$ cat src/logic/paop_pkg.sv
// Notes on behaviour
// Sample appears 6.5 convert clocks after start
// Eleven stages, two bits each, two per period
// Stages advance on both convert clock edges
// Per-stage delay lines, then redundant-digit correction
// Select low gives straight offset binary output
// Select high inverts only the top bit
// Output disable high puts data lines hi-z
// Hi-z control for test only, held static
// Convert clock should have half duty cycle
// Top data line carries MSB, bottom LSB
// Output word updates once per convert period
package paop_pkg;
	localparam int unsigned DATA_W = 12;
	localparam int unsigned STAGES = 11;
	localparam int unsigned STAGE_BITS = 2;
	// Half convert periods from start edge to output edge
	localparam int unsigned LATENCY_HALF = 13;
	localparam int unsigned FIFO_DEPTH = 8;
	localparam int unsigned DATA_LINE_TOP = 11;
	localparam int unsigned DATA_LINE_BOTTOM = 0;
	localparam logic [DATA_W-1:0] DATA_RST = 12'h000;
	localparam logic OE_N_RST = 1'h1;
	localparam logic [STAGE_BITS-1:0] DIGIT_MAX = 2'h2;

	typedef enum logic {
		offset_binary_coding = 1'h0,
		twos_complement_coding = 1'h1
	} paop_coding_t;

	typedef struct packed {
		logic vld;
		logic [DATA_W-1:0] res;
		logic [STAGES-1:0][STAGE_BITS-1:0] dig;
	} paop_stage_t;
endpackage

$ cat src/logic/paop_fifo.sv
`timescale 1ns/1ps
module paop_fifo #(
	parameter int WIDTH = 12,
	parameter int DEPTH = 8
) (
	input wire logic i_clk,
	input wire logic i_rst_n,
	input wire logic i_wr_valid,
	output logic o_wr_ready,
	input wire logic [WIDTH-1:0] i_wr_data,
	output logic o_rd_valid,
	input wire logic i_rd_ready,
	output logic [WIDTH-1:0] o_rd_data
);
	localparam int AW = (DEPTH > 1) ? $clog2(DEPTH) : 1;
	localparam logic [AW:0] FULL_CNT = (AW+1)'(DEPTH);
	localparam logic [AW-1:0] LAST_PTR = AW'(DEPTH - 1);

	typedef struct packed {
		logic [DEPTH-1:0][WIDTH-1:0] mem;
		logic [AW-1:0] wp;
		logic [AW-1:0] rp;
		logic [AW:0] cnt;
	} paop_fifo_st_t;

	paop_fifo_st_t st_r;
	paop_fifo_st_t st_nxt;
	logic push;
	logic pop;

	always_comb begin
		st_nxt = st_r;
		push = i_wr_valid && (st_r.cnt != FULL_CNT);
		pop = i_rd_ready && (st_r.cnt != '0);
		if (push) begin
			st_nxt.mem[st_r.wp] = i_wr_data;
			st_nxt.wp = (st_r.wp == LAST_PTR) ? '0 : st_r.wp + 1'b1;
		end
		if (pop) begin
			st_nxt.rp = (st_r.rp == LAST_PTR) ? '0 : st_r.rp + 1'b1;
		end
		if (push && !pop) begin
			st_nxt.cnt = st_r.cnt + 1'b1;
		end else if (pop && !push) begin
			st_nxt.cnt = st_r.cnt - 1'b1;
		end
	end

	always_ff @(posedge i_clk or negedge i_rst_n) begin
		if (!i_rst_n) begin
			st_r <= '0;
		end else begin
			st_r <= st_nxt;
		end
	end

	assign o_wr_ready = (st_r.cnt != FULL_CNT);
	assign o_rd_valid = (st_r.cnt != '0);
	assign o_rd_data = st_r.mem[st_r.rp];
endmodule

$ cat src/logic/paop_output_path.sv
`timescale 1ns/1ps
module paop_output_path (
	input wire logic i_clk,
	input wire logic i_rst_n,
	input wire logic i_conv_clk,
	input wire logic [paop_pkg::DATA_W-1:0] i_sample_code,
	input wire logic i_top_bit_flip_select,
	input wire logic i_out_disable,
	output logic [paop_pkg::DATA_W-1:0] o_data,
	output logic o_data_oe_n,
	output logic o_data_valid,
	output logic o_overrun
);
	typedef struct packed {
		logic clk_prev;
		paop_pkg::paop_stage_t [paop_pkg::STAGES-1:0] stg;
		logic corr_vld;
		logic [paop_pkg::DATA_W-1:0] corr;
		logic [paop_pkg::DATA_W-1:0] data;
		logic oe_n;
		logic data_vld;
		logic overrun;
	} paop_state_t;

	paop_state_t st_r;
	paop_state_t st_nxt;
	logic rise;
	logic fall;
	logic step;
	logic fifo_wr_ready;
	logic fifo_rd_valid;
	logic [paop_pkg::DATA_W-1:0] fifo_rd_data;

	// Sum of weighted redundant digits plus the last residue
	function automatic logic [paop_pkg::DATA_W-1:0] paop_correct(
		input paop_pkg::paop_stage_t s
	);
		logic [paop_pkg::DATA_W:0] acc;
		acc = {1'b0, s.res};
		for (int k = 0; k < paop_pkg::STAGES; k++) begin
			acc = acc + ((paop_pkg::DATA_W+1)'(s.dig[k]) << (paop_pkg::STAGES - 1 - k));
		end
		return acc[paop_pkg::DATA_W-1:0];
	endfunction

	assign rise = i_conv_clk && !st_r.clk_prev;
	assign fall = !i_conv_clk && st_r.clk_prev;
	assign step = rise || fall;

	always_comb begin
		logic [paop_pkg::DATA_W-1:0] rin;
		logic [paop_pkg::DATA_W-1:0] w;
		logic [paop_pkg::STAGE_BITS-1:0] d;
		logic vin;
		rin = '0;
		w = '0;
		d = '0;
		vin = 1'b0;
		st_nxt = st_r;
		st_nxt.clk_prev = i_conv_clk;
		st_nxt.oe_n = i_out_disable;
		st_nxt.corr_vld = 1'b0;
		if (step) begin
			// Each stage shifts one slot per half period; falling slots carry bubbles
			for (int k = 0; k < paop_pkg::STAGES; k++) begin
				if (k == 0) begin
					rin = i_sample_code;
					vin = rise;
					st_nxt.stg[k].dig = '0;
				end else begin
					rin = st_r.stg[k-1].res;
					vin = st_r.stg[k-1].vld;
					st_nxt.stg[k].dig = st_r.stg[k-1].dig;
				end
				w = paop_pkg::DATA_W'(1) << (paop_pkg::STAGES - 1 - k);
				if (rin >= (w << 1)) begin
					d = paop_pkg::DIGIT_MAX;
				end else if (rin >= w) begin
					d = 2'h1;
				end else begin
					d = 2'h0;
				end
				st_nxt.stg[k].dig[k] = d;
				st_nxt.stg[k].res = rin - (paop_pkg::DATA_W'(d) << (paop_pkg::STAGES - 1 - k));
				st_nxt.stg[k].vld = vin;
			end
			if (st_r.stg[paop_pkg::STAGES-1].vld) begin
				st_nxt.corr = paop_correct(st_r.stg[paop_pkg::STAGES-1]);
				st_nxt.corr_vld = 1'b1;
			end
		end
		if (st_r.corr_vld && !fifo_wr_ready) begin
			st_nxt.overrun = 1'b1;
		end
		// Output loads on falling edges only: one word per period, 13 half periods late
		if (fall && fifo_rd_valid) begin
			st_nxt.data = fifo_rd_data;
			if (i_top_bit_flip_select == paop_pkg::twos_complement_coding) begin
				st_nxt.data[paop_pkg::DATA_LINE_TOP] = ~fifo_rd_data[paop_pkg::DATA_LINE_TOP];
			end
			st_nxt.data_vld = 1'b1;
		end
	end

	always_ff @(posedge i_clk or negedge i_rst_n) begin
		if (!i_rst_n) begin
			st_r <= '0;
			st_r.data <= paop_pkg::DATA_RST;
			st_r.oe_n <= paop_pkg::OE_N_RST;
		end else begin
			st_r <= st_nxt;
		end
	end

	paop_fifo #(
		.WIDTH(paop_pkg::DATA_W),
		.DEPTH(paop_pkg::FIFO_DEPTH)
	) u_fifo (
		.i_clk(i_clk),
		.i_rst_n(i_rst_n),
		.i_wr_valid(st_r.corr_vld),
		.o_wr_ready(fifo_wr_ready),
		.i_wr_data(st_r.corr),
		.o_rd_valid(fifo_rd_valid),
		.i_rd_ready(fall),
		.o_rd_data(fifo_rd_data)
	);

	assign o_data = st_r.data;
	assign o_data_oe_n = st_r.oe_n;
	assign o_data_valid = st_r.data_vld;
	assign o_overrun = st_r.overrun;
endmodule

$ cat config.mk
export PLATFORM = sky130hd
export DESIGN_NAME = paop_output_path
export DESIGN_NICKNAME = d
export VERILOG_FILES = /design/src/logic/paop_pkg.sv /design/src/logic/paop_fifo.sv /design/src/logic/paop_output_path.sv
export SDC_FILE = /design/constraint.sdc
export NUM_CORES = 1
export LEC_CHECK = 0
export BUFFER_PORTS_ARGS = -buffer_cell sky130_fd_sc_hd__buf_2
export CAP_MARGIN = 0
export CORE_ASPECT_RATIO = 1.75
export CORE_MARGIN = 2
export CORE_UTILIZATION = 50
export DETAILED_ROUTE_END_ITERATION = 8
export PLACE_DENSITY = 0.68
export SYNTH_ARGS = -nofsm -noshare
export SYNTH_HDL_FRONTEND = slang
export SYNTH_SLANG_ARGS = --single-unit
$ cat constraint.sdc
create_clock -name i_clk -period 4.7 [get_ports i_clk]
set_clock_uncertainty 0.2 [all_clocks]
set_input_delay 0.94 -clock i_clk [delete_from_list [all_inputs] [get_ports i_clk]]
set_output_delay 0.94 -clock i_clk [all_outputs]
set_load 0.05 [all_outputs]
==> impl_summary.md <==
Status
The run finished with clean final reports.

Clocking
The number of hold buffers added after cts is 0. The clock tree buffer depth is 3. In this run the clock root is driven by a sky130_fd_sc_hd__clkbuf_16. The total of cells resized after clock tree synthesis is 0. The number of buffers added by the clock tree synthesis step is 39. The later-pin clock latency in the skew report is 0.53 ns. The number of clock sinks is between 400 and 500.

Buffers added to address setup during post-CTS repair amount to 0. The clock tree synthesis step divided the H-tree into 2 levels. The clock-pin slew of the registers on the worst-case setup and hold paths is about 0.060 ns. The TritonCTS clock tree is yes.

Yosys
Of the total synthesized cell area, the portion taken by full adders, half adders and majority gates is 0.0510. The number of flops mapped to enable cells by yosys is 0. Counting flops with an async set or reset pin after synthesis yields a share of 1.00.

Of the total synthesized cell area, the portion taken by AND, OR, NAND and NOR gates is 0.0601. Counting every net in the synthesized netlist gives approximately 1400. Of the post-synthesis cell area, the dominant cell type holds 0.559.

After synthesis, the share of cell area in mux cells is 0.224. The combinational family with the most area after synthesis is multiplexers. For this run, the register share of the synthesized area comes to 0.560. The library cell occupying the most area in the post-synthesis netlist is sky130_fd_sc_hd__dfrtp_1.

The main flop type after synthesis is sky130_fd_sc_hd__dfrtp_1. The number of distinct standard cells referenced by the synthesized netlist is between 50 and 60. Counting every instance in the synthesized netlist gives approximately 1400.

The average size of a mapped cell is ~13 um^2. The flop and latch count out of synthesis is 410. Of the total synthesized cell area, the portion taken by XOR and XNOR cells is 0.0306. Sorting the synthesized cells by area gives the leading types as sky130_fd_sc_hd__dfrtp_1 (56%), sky130_fd_sc_hd__mux2_2 (17%), sky130_fd_sc_hd__mux4_2 (3.0%). The compound-gate portion of the synthesized area is 0.0425. Yosys printed 0 warnings. The post-synthesis instance area is 0.0183 mm^2.

Pwr
The total power per unit cell area is approximately 630 mW/mm^2. The static leakage is between 9 and 10 nW. The maximum resistive drop on vdd is roughly 0.45 mV.

Timing
Timing would allow up to 309 MHz. The final count of negative-setup-slack endpoints is 0. Hold timing on the final database bottoms out at a slack of 0.250 ns.

In the finished design, the share of the clock period the worst path needs comes to 0.688. Setup repair after global routing left no endpoint under its margin. The smallest clock period supported by the final layout is computed as around 3.2 ns.

The number of hold violations in the final report came to 0. The final count of pins violating max slew is 0. Setup total negative slack on the finished layout was measured at 0 ns. The worst slew margin relative to its limit is 0.238. The slew of the pin with the lowest slew margin is roughly 1.1 ns.

Placement
The sum of net half-perimeters after detailed placement is 19900 um. The congestion estimate from routability-driven global placement came to 0.812. The count of buffers from port buffering is 31.

Critical path
STA classifies the critical path endpoint as a flip-flop. In this run the worst path has a maximum fanout of 5. The worst setup path is launched from a flip-flop.

STA puts the critical path data required time at around 4.9 ns. The worst reg-to-reg path cell count is 10. The critical path class is reg2reg. At the worst endpoint, the arrival time is 3.41 ns.

Global route
The largest net degree at the start of global routing is 217. In the global route stage, overall resource usage came out at 0.163. The number of antenna violations at the first check in global routing came to 0. The first global-routing pass estimated between 50000 and 60000 um of wire.

The residual overflow from global routing is 0. The number of global-route vias before repair is 10326.

Layout
Counting the fill cells in the layout gives just under 3000. The area added between synthesis and finish is 10.3%. For this run, the share of the core covered by cells in the final layout is 0.561.

0 antenna diodes ended up in the layout. The sequential cells in the finished layout cover a total of about 0.010 mm^2. In the final layout, the multi-input gates occupy about 0.0075 mm^2.

The fraction of final layout cells with drive strength greater than 1 is 0.304. For this run, the post-layout net count is 1458.

Run
The total of max-cap violations is 0.

Detailed routing
The number of nets still failing antenna checks after routing is 0. The wire length per cell after detailed routing is between 15 and 20 um. The first routing iteration left 520 violations. The routed layout has roughly 10000 vias.

The number of search-and-repair iterations in the first detailed-routing pass is 5. The aggregate routed wire length is between 20000 and 30000 um. In the routed layout, each cell is associated on average with a via count of approximately 5.3.

The number of design rule violations left after detail routing is 0.

Floorplan
During I/O placement, the number of pins put on the boundary was 32. The number of rows created at floorplan is a little over 90. The die span in x is between 100 and 150 um. The initial standard-cell utilization of the core is 0.508. From bottom edge to top edge, the die measures ~260 um.

The die covers 0.0382 mm^2. The region available for standard cell placement spans 0.0360 mm^2.

Min path
The class of the most critical hold timing path is in2async.
## registers in the layout (all words and copies together), names as in the netlist
name,flops
u_fifo.st_r,106
o_data_valid,1
o_overrun,1
o_data,12
o_data_oe_n,1
st_r,289
## final cells by class
cell class | count | area share
multi-input cells | 825 | 0.372
clock inverters | 12 | 0.00836
flip-flops and latches | 410 | 0.508
repair buffers | 46 | 0.0162
inverters | 57 | 0.0106
well taps | 470 | 0.0291
clock buffers | 56 | 0.0564
## metal layers
metal | vias up | part of all wire | GRT usage
met3 | 47 | 0.026 | 0.0254
met4 | 0 | 0.035 | 0.0648
met5 | - | 0 | 0
li1 | 4798 | - | -
met2 | 108 | 0.54 | 0.300
met1 | 5014 | 0.40 | 0.189
## cell families after synthesis
group	after synthesis
AOI/OAI and AO/OA	129
muxes	343
adders and majority gates	62
xor gates and xnor gates	64
DFF	410
buffers and inverters	130
and+or+nand+nor	227
## worst paths after layout
check                                    startpoint                          end  slack, ns
min                                         i_rst_n  u_fifo.st_r[51]$_DFFE_PN0P_       0.25
max                           st_r[372]$_DFFE_PN0N_        st_r[408]$_DFFE_PN0N_       1.47
min in group i_clk         o_data_valid$_DFFE_PN0P_     o_data_valid$_DFFE_PN0P_       0.27
min reg2reg                o_data_valid$_DFFE_PN0P_     o_data_valid$_DFFE_PN0P_       0.27
max reg2reg                   st_r[372]$_DFFE_PN0N_        st_r[408]$_DFFE_PN0N_       1.47
max in group asynchronous                   i_rst_n        st_r[158]$_DFFE_PN0N_       2.96
## layout by cell type (no fill, tap or decap), types with 9 or more instances in the layout
master / synthesis / final
sky130_fd_sc_hd__dfrtp_1: 409 / 409
sky130_fd_sc_hd__mux2_2: 271 / 271
sky130_fd_sc_hd__nand2_1: 116 / 116
sky130_fd_sc_hd__o21ai_0: 68 / 68
sky130_fd_sc_hd__inv_1: 53 / 53
sky130_fd_sc_hd__xnor2_1: 40 / 40
sky130_fd_sc_hd__ha_1: 41 / 40
sky130_fd_sc_hd__clkbuf_16: 0 / 39
sky130_fd_sc_hd__nor2_1: 35 / 35
sky130_fd_sc_hd__buf_2: 33 / 30
sky130_fd_sc_hd__mux2i_1: 28 / 28
sky130_fd_sc_hd__xor2_1: 24 / 24
sky130_fd_sc_hd__mux4_2: 24 / 24
sky130_fd_sc_hd__fa_1: 21 / 21
sky130_fd_sc_hd__mux2_1: 20 / 20
sky130_fd_sc_hd__nor3_1: 13 / 13
sky130_fd_sc_hd__nor4_1: 12 / 12
sky130_fd_sc_hd__a21oi_1: 12 / 12
sky130_fd_sc_hd__buf_4: 14 / 11
sky130_fd_sc_hd__o31ai_1: 10 / 10
sky130_fd_sc_hd__clkbuf_8: 0 / 10
sky130_fd_sc_hd__nand3_1: 9 / 9
## synth_stat cells (3+ instances only)
cell type / instances
sky130_fd_sc_hd__nor4_2: 4
sky130_fd_sc_hd__o21ai_0: 68
sky130_fd_sc_hd__ha_1: 41
sky130_fd_sc_hd__o21ai_1: 6
sky130_fd_sc_hd__buf_2: 33
sky130_fd_sc_hd__or4_1: 3
sky130_fd_sc_hd__dfrtp_1: 409
sky130_fd_sc_hd__inv_2: 3
sky130_fd_sc_hd__mux2_1: 20
sky130_fd_sc_hd__and2_1: 4
sky130_fd_sc_hd__o21ai_2: 3
sky130_fd_sc_hd__mux4_2: 24
sky130_fd_sc_hd__mux2_2: 271
sky130_fd_sc_hd__a21oi_1: 12
sky130_fd_sc_hd__clkbuf_1: 24
sky130_fd_sc_hd__nand2_1: 116
sky130_fd_sc_hd__nand3_1: 9
sky130_fd_sc_hd__o31ai_1: 10
sky130_fd_sc_hd__a21o_1: 7
sky130_fd_sc_hd__nand4_1: 3
sky130_fd_sc_hd__xor2_1: 24
sky130_fd_sc_hd__nand2b_1: 7
sky130_fd_sc_hd__buf_4: 14
sky130_fd_sc_hd__nor4_1: 12
sky130_fd_sc_hd__inv_1: 53
sky130_fd_sc_hd__nor2_2: 3
sky130_fd_sc_hd__xnor2_1: 40
sky130_fd_sc_hd__a211oi_1: 6
sky130_fd_sc_hd__nor2_1: 35
sky130_fd_sc_hd__o211ai_1: 5
sky130_fd_sc_hd__mux2i_1: 28
sky130_fd_sc_hd__fa_1: 21
sky130_fd_sc_hd__nor3_1: 13
## power by group
part / internal, W / switching, W
clock: 0.00190 / 0.00127
sequential: 0.00473 / 0.000980
combinational: 0.00196 / 0.00197
total: 0.00860 / 0.00422
## critical path, stage by stage (launching register included)
cell	delay, ns
sky130_fd_sc_hd__dfrtp_1	0.42
sky130_fd_sc_hd__or3_4	0.40
sky130_fd_sc_hd__or3_4	0.36
sky130_fd_sc_hd__nor4_4	0.24
sky130_fd_sc_hd__and2_1	0.20
sky130_fd_sc_hd__ha_1	0.15
sky130_fd_sc_hd__inv_1	0.08
sky130_fd_sc_hd__fa_1	0.48
sky130_fd_sc_hd__nor4_1	0.33
sky130_fd_sc_hd__xnor2_1	0.16
sky130_fd_sc_hd__o21ai_1	0.07
## per-stage QoR
step / total power, W / setup WS [ns] / area [um^2] / instances
after floorplan: 0.00874 / 1.66 / 18300 / 1365
after global placement: 0.00958 / 1.46 / 18900 / 1808
after detailed placement: 0.00978 / 1.38 / 18900 / 1808
after CTS: 0.0130 / 1.43 / 20200 / 1876
after global routing: 0.0137 / 1.28 / 20200 / 1876
final: 0.0128 / 1.47 / 20200 / 1876
Note: power is estimated with default switching activity, not from simulation.
